[src/common/sps_regs.svh]
// state and pattern encoding constants for the stepper phase sequencer
`ifndef SPS_REGS_SVH
`define SPS_REGS_SVH
`define SPS_STATE_ZERO 2'h0
`define SPS_STATE_LAST 2'h3
`define SPS_PAT_S0 4'h5
`define SPS_PAT_S1 4'h9
`define SPS_PAT_S2 4'hA
`define SPS_PAT_S3 4'h6
`endif

[src/common/sps_pkg.sv]
// types for the stepper phase sequencer
package sps_pkg;
	typedef logic [1:0] sps_phase_t;
	typedef logic [3:0] sps_pattern_t;
endpackage : sps_pkg

[src/rtl/stepper_phase_sequencer.sv]
// four-phase stepping motor sequencer: step edge counter plus code converter
// How it works
// - each step rising edge advances one position
// - two-bit counter, states zero to three, wrapping
// - direction input selects forward or reverse order
// - direction low: LHLH, HLLH, HLHL, LHHL
// - direction high: LHLH, LHHL, HLHL, HLLH
// - clear forces state zero regardless of step
// - clear active low, holds zero pattern
`timescale 1ns/1ps
`include "sps_regs.svh"
module sps_stepper_phase_sequencer
	import sps_pkg::*;
(
	// clock, reset, enable
	input wire logic clock,
	input wire logic rst_n,
	input wire logic clockEnable,
	// control pins from outside the clock domain
	input wire logic stepPulse,
	input wire logic directionSel,
	input wire logic clear_n,
	// phase outputs, bit pattern is output one in bit 3
	output logic phase_out_1,
	output logic phase_out_2,
	output logic phase_out_3,
	output logic phase_out_4
);
	// pin synchronisers: the first stage is read only by the second
	logic [2:0] syncA_q, syncA_d;
	logic [2:0] syncB_q, syncB_d;

	// edge detector memory for the synchronised step
	logic stepPrev_q, stepPrev_d;

	// the motor position, four states, free wrap
	sps_phase_t phase_counter_q, phase_counter_d;

	// registered drive pattern, output one in bit 3
	sps_pattern_t pattern_q, pattern_d;

	// decoded views of the second synchroniser stage
	logic advance;
	logic stepSync;
	logic dirSync;
	logic clrSync_n;

	// split the second stage into its three pins
	assign stepSync = syncB_q[0];
	assign dirSync = syncB_q[1];
	assign clrSync_n = syncB_q[2];

	// one strobe per rising edge of the synchronised step
	// the detector reads only the second stage, so a metastable first stage never reaches it
	assign advance = stepSync & ~stepPrev_q;

	// synchroniser next values: every pin gets the same two-stage delay,
	// so direction and clear keep their order relative to the step edge
	always_comb begin
		syncA_d = {clear_n, directionSel, stepPulse};
		syncB_d = syncA_q;
	end

	// synchroniser registers; the clear stage resets inactive,
	// so the release of reset never looks like a clear request
	always_ff @(posedge clock or negedge rst_n) begin
		if (!rst_n) begin
			syncA_q <= 3'h4;
			syncB_q <= 3'h4;
		end else if (clockEnable) begin
			syncA_q <= syncA_d;
			syncB_q <= syncB_d;
		end
	end

	// edge detector next value: remembers the last synchronised step level
	always_comb begin
		stepPrev_d = stepSync;
	end

	// edge detector register; resets to the idle low level of the step pin,
	// which avoids a false advance just after reset
	always_ff @(posedge clock or negedge rst_n) begin
		if (!rst_n) begin
			stepPrev_q <= 1'h0;
		end else if (clockEnable) begin
			stepPrev_q <= stepPrev_d;
		end
	end

	// counter next value; clear wins over a simultaneous step edge,
	// so a pulse that arrives during clear is lost, not deferred
	always_comb begin
		phase_counter_d = phase_counter_q;
		if (!clrSync_n) begin
			phase_counter_d = `SPS_STATE_ZERO;
		end else if (advance) begin
			// natural 2-bit wrap from last back to zero
			phase_counter_d = phase_counter_q + 2'h1;
		end
	end

	// counter register; counting order is the same in both directions,
	// the direction only changes how a state is decoded
	always_ff @(posedge clock or negedge rst_n) begin
		if (!rst_n) begin
			phase_counter_q <= `SPS_STATE_ZERO;
		end else if (clockEnable) begin
			phase_counter_q <= phase_counter_d;
		end
	end

	// code converter; decodes the next state so outputs follow the edge in one cycle
	// limitation: a direction change re-decodes the present state at once,
	// so the motor may jump two positions if direction flips mid-run
	always_comb begin
		unique case (phase_counter_d)
			2'h0: pattern_d = `SPS_PAT_S0;
			2'h1: pattern_d = dirSync ? `SPS_PAT_S3 : `SPS_PAT_S1;
			2'h2: pattern_d = `SPS_PAT_S2;
			2'h3: pattern_d = dirSync ? `SPS_PAT_S1 : `SPS_PAT_S3;
		endcase
	end

	// pattern register; resets to the state-zero pattern, which both directions share
	always_ff @(posedge clock or negedge rst_n) begin
		if (!rst_n) begin
			pattern_q <= `SPS_PAT_S0;
		end else if (clockEnable) begin
			pattern_q <= pattern_d;
		end
	end

	// outputs straight from the pattern register, no logic after the flops
	assign phase_out_1 = pattern_q[3];
	assign phase_out_2 = pattern_q[2];
	assign phase_out_3 = pattern_q[1];
	assign phase_out_4 = pattern_q[0];

	// checks: counting
	AST_ADVANCE: assert property (@(posedge clock) disable iff (!rst_n)
		clockEnable && advance && clrSync_n |=> phase_counter_q == $past(phase_counter_q) + 2'h1)
		else $error("step edge did not advance counter");
	AST_HOLD: assert property (@(posedge clock) disable iff (!rst_n)
		clrSync_n && !advance |=> $stable(phase_counter_q))
		else $error("counter moved without step edge");
	AST_WRAP: assert property (@(posedge clock) disable iff (!rst_n)
		clockEnable && advance && clrSync_n && phase_counter_q == 2'h3 |=> phase_counter_q == 2'h0)
		else $error("counter did not wrap");

	// checks: clear
	AST_CLEAR: assert property (@(posedge clock) disable iff (!rst_n)
		clockEnable && !clrSync_n |=> phase_counter_q == `SPS_STATE_ZERO && pattern_q == `SPS_PAT_S0)
		else $error("clear did not force state zero");
	AST_CLEARPIN: assert property (@(posedge clock) disable iff (!rst_n)
		clockEnable && !clear_n [*4] |-> phase_counter_q == 2'h0)
		else $error("low clear pin not holding zero");
	AST_CLEAR_STEP: assert property (@(posedge clock) disable iff (!rst_n)
		clockEnable && !clrSync_n && advance |=> phase_counter_q == `SPS_STATE_ZERO)
		else $error("step edge beat the clear");

	// checks: code converter, forward order
	AST_FWD: assert property (@(posedge clock) disable iff (!rst_n)
		clockEnable && !dirSync && phase_counter_d == 2'h1 |=> pattern_q == `SPS_PAT_S1)
		else $error("forward state one pattern wrong");
	AST_FWD3: assert property (@(posedge clock) disable iff (!rst_n)
		clockEnable && !dirSync && phase_counter_d == 2'h3 |=> pattern_q == `SPS_PAT_S3)
		else $error("forward state three pattern wrong");

	// checks: code converter, reverse order
	AST_REV: assert property (@(posedge clock) disable iff (!rst_n)
		clockEnable && dirSync && phase_counter_d == 2'h3 |=> pattern_q == `SPS_PAT_S1)
		else $error("reverse state three pattern wrong");
	AST_REV1: assert property (@(posedge clock) disable iff (!rst_n)
		clockEnable && dirSync && phase_counter_d == 2'h1 |=> pattern_q == `SPS_PAT_S3)
		else $error("reverse state one pattern wrong");

	// checks: states shared by both directions, and state one against the direction select
	AST_S0_PAT: assert property (@(posedge clock) disable iff (!rst_n)
		clockEnable && phase_counter_d == 2'h0 |=> pattern_q == `SPS_PAT_S0)
		else $error("state zero pattern wrong");
	AST_S2_PAT: assert property (@(posedge clock) disable iff (!rst_n)
		clockEnable && phase_counter_d == 2'h2 |=> pattern_q == `SPS_PAT_S2)
		else $error("state two pattern wrong");
	AST_DIR: assert property (@(posedge clock) disable iff (!rst_n)
		clockEnable && phase_counter_d == 2'h1 |=> pattern_q == ($past(dirSync) ? 4'h6 : 4'h9))
		else $error("direction select ignored");

	// checks: step strobe and enable
	AST_STROBE: assert property (@(posedge clock) disable iff (!rst_n)
		advance && clockEnable |=> !advance)
		else $error("advance strobe longer than one cycle");
	AST_FREEZE: assert property (@(posedge clock) disable iff (!rst_n)
		!clockEnable |=> $stable(phase_counter_q) && $stable(pattern_q) && $stable(syncB_q))
		else $error("state moved while enable low");

	// main scenarios to be reached
	COV_FWD_WRAP: cover property (@(posedge clock) disable iff (!rst_n)
		advance && !dirSync && phase_counter_q == 2'h3);
	COV_REV_STEP: cover property (@(posedge clock) disable iff (!rst_n) advance && dirSync);
	COV_CLEAR: cover property (@(posedge clock) disable iff (!rst_n) !clrSync_n && phase_counter_q != 2'h0);
	COV_CLEAR_STEP: cover property (@(posedge clock) disable iff (!rst_n) !clrSync_n && advance);
	COV_FREEZE: cover property (@(posedge clock) disable iff (!rst_n) !clockEnable && stepPulse);
endmodule : sps_stepper_phase_sequencer

[config.mk]
export PLATFORM = sky130hd
export DESIGN_NAME = sps_stepper_phase_sequencer
export DESIGN_NICKNAME = d
export VERILOG_FILES = /design/src/common/sps_pkg.sv /design/src/rtl/stepper_phase_sequencer.sv
export VERILOG_INCLUDE_DIRS = /design/src /design/src/common
export SDC_FILE = /design/constraint.sdc
export NUM_CORES = 1
export LEC_CHECK = 0
export ABC_AREA = 1
export BUFFER_PORTS_ARGS = -buffer_cell sky130_fd_sc_hd__buf_2
export CAP_MARGIN = 25
export CORE_AREA = 2 2 39 41
export CTS_CLUSTER_SIZE = 10
export DETAILED_ROUTE_END_ITERATION = 7
export DIE_AREA = 0 0 41 43
export GPL_TIMING_DRIVEN = 0
export PLACE_DENSITY_LB_ADDON = 0.05
export SETUP_SLACK_MARGIN = 0.5
export SYNTH_ARGS = -nofsm -noshare
export SYNTH_HDL_FRONTEND = slang
export SYNTH_SLANG_ARGS = --single-unit
[constraint.sdc]
create_clock -name clock -period 2.25 [get_ports clock]
set_input_delay 0.3375 -clock clock [delete_from_list [all_inputs] [get_ports clock]]
set_output_delay 0.3375 -clock clock [all_outputs]
set_load 0.01 [all_outputs]
== Word level (Yosys, flattened, before mapping) ==
Cells that the tools add are included.
Widths: inputs -> output; s select.
Storage, ports and cells
  output and inout port bits: 4
  register bits: 13
Operators by class
  eq/ne operators: 3
  $add $sub $neg: 1
  muxes and demuxes: 5
  bitwise operators: 2
  reduce and logical (&&, ||, !) cells: 1
Operator list (number)
  $pmux 4 s4: 1
  $mux 4: 2
  $eq 2x2->1 const B: 2
  $mux 2: 2
  $add 2x1->2 const B: 1
  $eq 2x1->1 const B: 1
  $logic_not 2->1: 1
  $and 1x1->1: 1
  $not 1->1: 1

== Longest topological paths before layout ==
Gate-level depths: netlist of the first run.
  depth after elaboration: 6
  depth in mapped cells: 8

== Worst setup path after synthesis of the first run ==
OpenSTA, ideal clock, no wires.
  path kind: register -> register
  from: register syncB_q[2]
  to: register pattern_q[1]
  cell stages (with the launch flop): 6
  setup time: 0.065 ns
  data arrival time: 0.955 ns
  clock period less this slack: 1.020 ns
  setup slack: 1.230 ns
  required time: 2.185 ns
  path through: dfstp_2 nand2_1 nand3b_1 nand2_2 nand2_1 nand2_1
On the way
  cells in the longest elaborated chain, start to end: 3
Ends and longest elaborated chain
  start, declared: RTL line stepper_phase_sequencer.sv:31  | logic [2:0] syncB_q, syncB_d;
  start signal, assigned: RTL line stepper_phase_sequencer.sv:72  | syncB_q <= syncB_d;
  $mux 2 *: RTL line stepper_phase_sequencer.sv:95  | if (!clrSync_n) begin
  $eq 2x2->1, or another cell as far along: RTL line stepper_phase_sequencer.sv:117  | unique case (phase_counter_d)
  $pmux 4 s4 *: RTL line stepper_phase_sequencer.sv:117
  end signal, assigned: RTL line stepper_phase_sequencer.sv:128  | pattern_q <= `SPS_PAT_S0;
  end signal, assigned: RTL line stepper_phase_sequencer.sv:130  | pattern_q <= pattern_d;
  end, declared: RTL line stepper_phase_sequencer.sv:40  | sps_pattern_t pattern_q, pattern_d;
Every way passes the cells marked *; elsewhere a longest branch is shown, timed or not.
A chain may end at the register's enable or synchronous reset.

== Worst setup path after layout of the first run ==
  from: register pattern_q[0]
  to: output port phase_out_4
RTL lines
  end, declared: RTL line stepper_phase_sequencer.sv:27  | output logic phase_out_4
No word-level cell between the ends.

==> results of run 1 <==
-- routing by layer --
metal	track usage [%]	vias to the layer above	part of all wire, %	wire (um)
met3	3.14	2	2.7	28
met4	10.0	0	0.97	10
met5	0	-	0	0
met2	19.7	5	46	469
li1	-	242	-	-
met1	22.0	201	50	519
-- layout make-up --
cell class,instances,area [sq um]
plain buffers,1,5.00
clock buffers,4,26.3
fillers,141,703
inverters,5,18.8
multi-input cells,48,225
flip-flops and latches,13,330
well taps,16,20.0
repair buffers,10,55.1
-- stage by stage --
stage / setup slack [ns] / hold WS (ns) / std cells / power, mW / cell area [sq um]
floorplan: 1.23 / 0.0419 / 67 / 0.332 / 579
global placement: 1.14 / 0.238 / 92 / 0.358 / 644
finish: 0.991 / 0.259 / 97 / 0.499 / 681
CTS: 0.983 / 0.256 / 97 / 0.503 / 681
global route: 0.941 / 0.248 / 97 / 0.536 / 681
detailed placement: 1.13 / 0.236 / 92 / 0.360 / 644
-- cell families (layout without fill, tap and decap cells) --
kind of cell,after synthesis,count (layout)
buffers and inverters,6,20
AO/OA/AOI/OAI,8,8
AND/OR/NAND/NOR,40,40
flip-flops,13,13
-- worst min-delay path by stage --
stage                        end  depth (start not counted)          from  slack, ns
finish                syncA_q[1]                          3  directionSel       0.26
global route          syncA_q[2]                          3       clear_n       0.25
CTS                   syncA_q[1]                          3  directionSel       0.26
detailed placement    syncA_q[0]                          1         rst_n       0.24
global placement      syncA_q[0]                          1         rst_n       0.24
floorplan           pattern_q[1]                          0         rst_n       0.04
-- where the power goes --
group	total (mW)	internal (mW)	switching, mW
Sequential	0.279	0.263	0.0165
Clock	0.142	0.0686	0.0736
Combinational	0.0774	0.0297	0.0477
-- cell usage in the layout (no fill, tap or decap), types with 3 or more instances in the layout --
cell,Yosys,final
nand2_1,29,29
buf_2,1,10
dfrtp_1,9,9
inv_1,5,5
o21ai_0,4,4
nand2_2,4,4
dfstp_2,4,4
nand4_1,3,3
clkbuf_4,0,3
-- synth_stat cells, drive strengths merged --
library cell	count	share of area [%]
nand4	3	3.2
dfrtp	9	39
nand2	33	23
o21ai	6	5.2
buf	1	0.86
nand3b	1	1.3
nor2	2	1.3
nand3	1	1.7
dfstp	4	18
a21oi	2	3.0
inv	5	3.2
-- sequential cells by signal, summed over array words and instances, names as in the netlist --
register         flops
stepPrev_q           1
phase_counter_q      2
pattern_q            4
syncB_q              3
syncA_q              3
==> impl_metrics.py, run 1 <==
metrics = {
    "grt": {
        "globalRoute.totalOverflow": 0,
        "grt_pass1_wl_mm": 1.75,
        "first_global_vias": 403,
        "grt_max_degree": 14,
        "grt.total_usage_pct": 15.2,
        "antenna_found_initial": 0,
    },
    "run": {
        "maxCapViolations": 0,
    },
    "hold_path": {
        "hp-class": "in2reg",
    },
    "finish": {
        "syn2layout_area_growth_pct": 17.5,
        "final_layout_size_suffix_gt1_share_pct": 29.6,
        "antennaDiodeCount": 0,
        "final_util_pct": 49.2,
        "fin_nets": 88,
    },
    "setup_path": {
        "startpoint_type": "register",
        "cp-startpoint": "pattern_q[0]",
        "critical_path.top_delay_family": "flip-flops",
        "cp_num_buf_inv": 1,
        "endpoint": "phase_out_4",
        "r2r_start": "syncB_q[2]",
        "crit_path_cell_trace": "buf_2",
        "cp_max_fo": 2,
        "regToRegSetupSlack_ns": 1.13,
        "path_class": "reg2out",
        "slowest_stage": "dfstp_2",
        "critPathMaxStageDelay_ns": 0.53,
        "setup.worst_path.end_class": "output pin",
        "rr_worst_depth": 5,
        "cp_data_required_time_ns": 1.91,
        "r2r_end": "pattern_q[1]",
        "crit_arrival_ns": 0.92,
        "cp_num_cells": 1,
    },
    "die": {
        "die_y_um": 43,
        "die_w_um": 41,
        "num_rows": 14,
        "fp.dieArea_sq_um": 1760,
        "num_io_pins": 10,
        "start_util_pct": 41.9,
        "core_sq_um": 1380,
    },
    "pwr": {
        "p_leak_nw": 0.350,
        "cellPowerDensity_nw_per_um2": 733,
        "peakVddDrop_mv": 0.325,
    },
    "routing": {
        "drt-initial-drc-count": 5,
        "drc_errors": 0,
        "firstDrtPassIters": 3,
        "drt-total-wl_mm": 1.03,
        "via_per_inst": 4.64,
        "wl_per_cell_um": 10.6,
        "ant_nets": 0,
        "vias": 450,
    },
    "placement": {
        "place_hpwl_um": 741,
        "routabilityCongestion": 0.701,
        "io_buffers": 9,
    },
    "timing": {
        "hold_viol_final": 0,
        "period_share_pct": 56.0,
        "post-route-min-period_ns": 1.26,
        "fin_setup_tns_ns": 0,
        "fmax_mhz": 794,
        "slew_viol_final": 0,
        "fin_skew_ns": 0.00151,
        "grt_setup_unrepaired": "false",
        "setup_violations": 0,
        "slew_headroom_pct": 81.3,
        "tightest_slew_ns": 0.280,
    },
    "run_status": {
        "status": "complete, no violations",
    },
    "synthesis": {
        "syn_avg_cell_area_sq_um": 8.65,
        "synth_compound_area_share_pct": 8.21,
        "synth_cell_types": 13,
        "ys_warn_count": 0,
        "synthCells": 67,
        "syn_nets": 73,
        "synth-seq-cells": 13,
        "synth_xor_area_share_pct": 0,
        "synth_top_family_by_area": "simple AND/OR/NAND/NOR gates",
        "synthSimpleGateAreaFrac_pct": 30.7,
        "syn_area_sq_um": 579,
        "yosysSeqAreaShare_pct": 57.0,
        "synth_mux_area_share_pct": 0,
        "synthAdderAreaFrac_pct": 0,
    },
    "clock_network": {
        "clkTransAtPathRegs_ns": 0.08,
        "cts-resized-gates": 0,
        "cts-root-buf": "clkbuf_4",
        "clk_path_buf_depth": 2,
        "clock_latency_ns": 0.27,
        "cts_inserted_buffers": 3,
        "holdBufCountCts": 1,
        "cts_setup_buffers": 0,
        "cts_tree": "done",
        "cts_num_sinks": 13,
        "cts.htree.levels": 1,
    },
}
(Power assumes the default switching activity.)
==> run 2, diff against run 1 <==
==> constraint.sdc (replaced) <==
create_clock -name clock -period 1.1 [get_ports clock]
set_input_delay 0.165 -clock clock [delete_from_list [all_inputs] [get_ports clock]]
set_output_delay 0.165 -clock clock [all_outputs]
set_load 0.01 [all_outputs]
==> run 2 against run 1 <==
  * The run now ends with hold timing, setup timing left
  * Power increased by 120%
  * Critical path depth increased by 4
  * Clock skew about the same
  * Cell area increased by 11%
  * First-iteration DRC count decreased by 60%
  * Routed wire length increased by 6.6%
  * Highest routed layer unchanged
==> impl_metrics.py, run 2 (synthesis gave the netlist of run 1 again) <==
metrics = {
    "run_status": {
        "status": "complete, but fails checks",
        "violations": "hold timing, setup timing",
    },
    "setup_path": {
        "r2r_end": "pattern_q[1]",
        "crit_arrival_ns": 1.39,
        "rr_worst_depth": 5,
        "r2r_start": "syncB_q[2]",
        "startpoint_type": "register",
        "cp_data_required_time_ns": 1.31,
        "setup.worst_path.end_class": "register",
        "cp_max_fo": 5,
        "regToRegSetupSlack_ns": -0.09,
        "path_class": "reg2reg",
    },
    "pwr": {
        "seq_power_share_pct": 53.6,
        "p_int_uw": 778,
        "combPwrFrac_pct": 20.3,
        "p_leak_nw": 0.387,
        "switching_share_pct": 27.7,
        "clock_power_share_pct": 26.2,
        "p_sw_uw": 298,
        "peakVddDrop_mv": 0.635,
        "cellPowerDensity_nw_per_um2": 1420,
        "p_total_mw": 1.08,
    },
    "placement": {
        "place_hpwl_um": 727,
        "io_buffers": 9,
        "routabilityCongestion": 0.701,
        "place_inst": 92,
        "postPlaceCellArea_sq_um": 644,
        "dp_slack_ns": -0.00555,
    },
    "finish": {
        "syn2layout_area_growth_pct": 30.7,
        "max_flop_register": "pattern_q",
        "final_layout_size_suffix_gt1_share_pct": 47.7,
        "reg_top3": "pattern_q x4, syncA_q x3, syncB_q x3",
        "final_area_sq_um": 757,
        "fillers": 140,
        "final_common_cell": "nand2_1",
        "largest_reg_flops": 4,
        "final_cells": 102,
        "antennaDiodeCount": 0,
        "fin_nets": 93,
        "final_util_pct": 54.7,
        "layout.cells.most_common_list": "nand2_1 (24), nand2_2 (9), buf_2 (8), dfrtp_1 (8), buf_4 (5)",
    },
    "die": {
        "die_w_um": 41,
        "num_rows": 14,
        "die_y_um": 43,
        "start_util_pct": 41.9,
        "core_sq_um": 1380,
        "fp.dieArea_sq_um": 1760,
        "num_io_pins": 10,
    },
    "routing": {
        "drt-total-wl_mm": 1.10,
        "drc_errors": 0,
        "via_per_inst": 4.72,
        "firstDrtPassIters": 4,
        "vias": 481,
        "drt-initial-drc-count": 2,
        "ant_nets": 0,
        "wl_per_cell_um": 10.7,
    },
    "timing": {
        "setup_ws_ns": -0.0874,
        "slew_headroom_pct": 81.2,
        "grt_setup_unrepaired": "true",
        "fin_setup_tns_ns": -0.234,
        "post-route-min-period_ns": 1.19,
        "fin_skew_ns": 0.00179,
        "hold_viol_final": 9,
        "worst_hold_slack_ns": -0.236,
        "slew_viol_final": 0,
        "period_share_pct": 108,
        "setup_violations": 5,
        "fmax_mhz": 842,
        "tightest_slew_ns": 0.282,
    },
    "clock_network": {
        "clock_latency_ns": 0.27,
        "clkTransAtPathRegs_ns": 0.07,
        "clk_path_buf_depth": 2,
        "cts.htree.levels": 1,
        "cts-root-buf": "clkbuf_4",
        "cts_inserted_buffers": 3,
        "cts_tree": "done",
        "cts_num_sinks": 13,
    },
    "hold_path": {
        "hp-class": "in2async",
    },
    "grt": {
        "grt.total_usage_pct": 15.0,
        "gr-usage-met1_pct": 21.0,
        "grt_pass1_wl_mm": 1.72,
        "first_global_vias": 430,
        "grt_max_degree": 14,
        "antenna_found_initial": 0,
        "globalRoute.totalOverflow": 0,
        "met2_usage_pct": 19.1,
        "grt.busiest_layer": "met1",
        "grt_use_met3_pct": 3.14,
    },
    "run": {
        "maxCapViolations": 0,
    },
}
run 2: changes by cell type in the layout (fill, tap and decap cells not counted), sizes merged:
cell,previous run,this run
buf,10,16
dlygate4sd3,1,0
run 2: worst max-delay path by stage:
stage          startpoint           end  slack [ns]
2_1_floorplan  syncB_q[2]  pattern_q[3]        0.08
3_3_place_gp   syncB_q[2]  pattern_q[1]       0.002
3_5_place_dp   stepPrev_q  pattern_q[1]      -0.006
5_1_grt        syncB_q[2]  pattern_q[1]       -0.16
4_1_cts        syncB_q[2]  pattern_q[1]       -0.01
6_report       syncB_q[2]  pattern_q[1]       -0.09
run 2: cell type report:
class                           count  area [sq um]  area share (%)
Timing Repair Buffer               15           106            14.0
Buffer                              1          5.00           0.661
Tap cell                           16          20.0            2.64
Clock buffer                        4          26.3            3.47
Multi-Input combinational cell     48           249            32.9
Inverter                            5          18.8            2.48
Sequential cell                    13           332            43.8
run 2: timing repair:
item	4_1_cts	5_1_grt
resized for setup	7	6
pin swaps	5	7
setup buffers	4	2
gates cloned	0	0
endpoints found under the setup margin	15	17
hold endpoints to repair	9	9
run 2: layer usage:
metal	part of all wire [%]	wire (um)	vias to the layer above
met5	0	0	-
met3	1.8	20	4
met2	48	523	7
met4	1.9	21	0
met1	48	531	218
li1	-	-	252
run 2: worst max-delay path, cell delays in order, from the launching register on:
cell	delay [ns]
dfstp_2	0.58
nand2_1	0.07
nand3b_1	0.20
nand2_2	0.15
nand2_2	0.06
nand2_1	0.07
run 2: power groups by stage:
| stage | registers [mW] | clock network (mW) | logic, mW |
|---|---|---|---|
| after floorplan | 0.584 | 0 | 0.0982 |
| after global placement | 0.578 | 0 | 0.159 |
| after detailed placement | 0.580 | 0 | 0.162 |
| after CTS | 0.573 | 0.298 | 0.206 |
| after global routing | 0.582 | 0.330 | 0.243 |
| final | 0.577 | 0.282 | 0.218 |
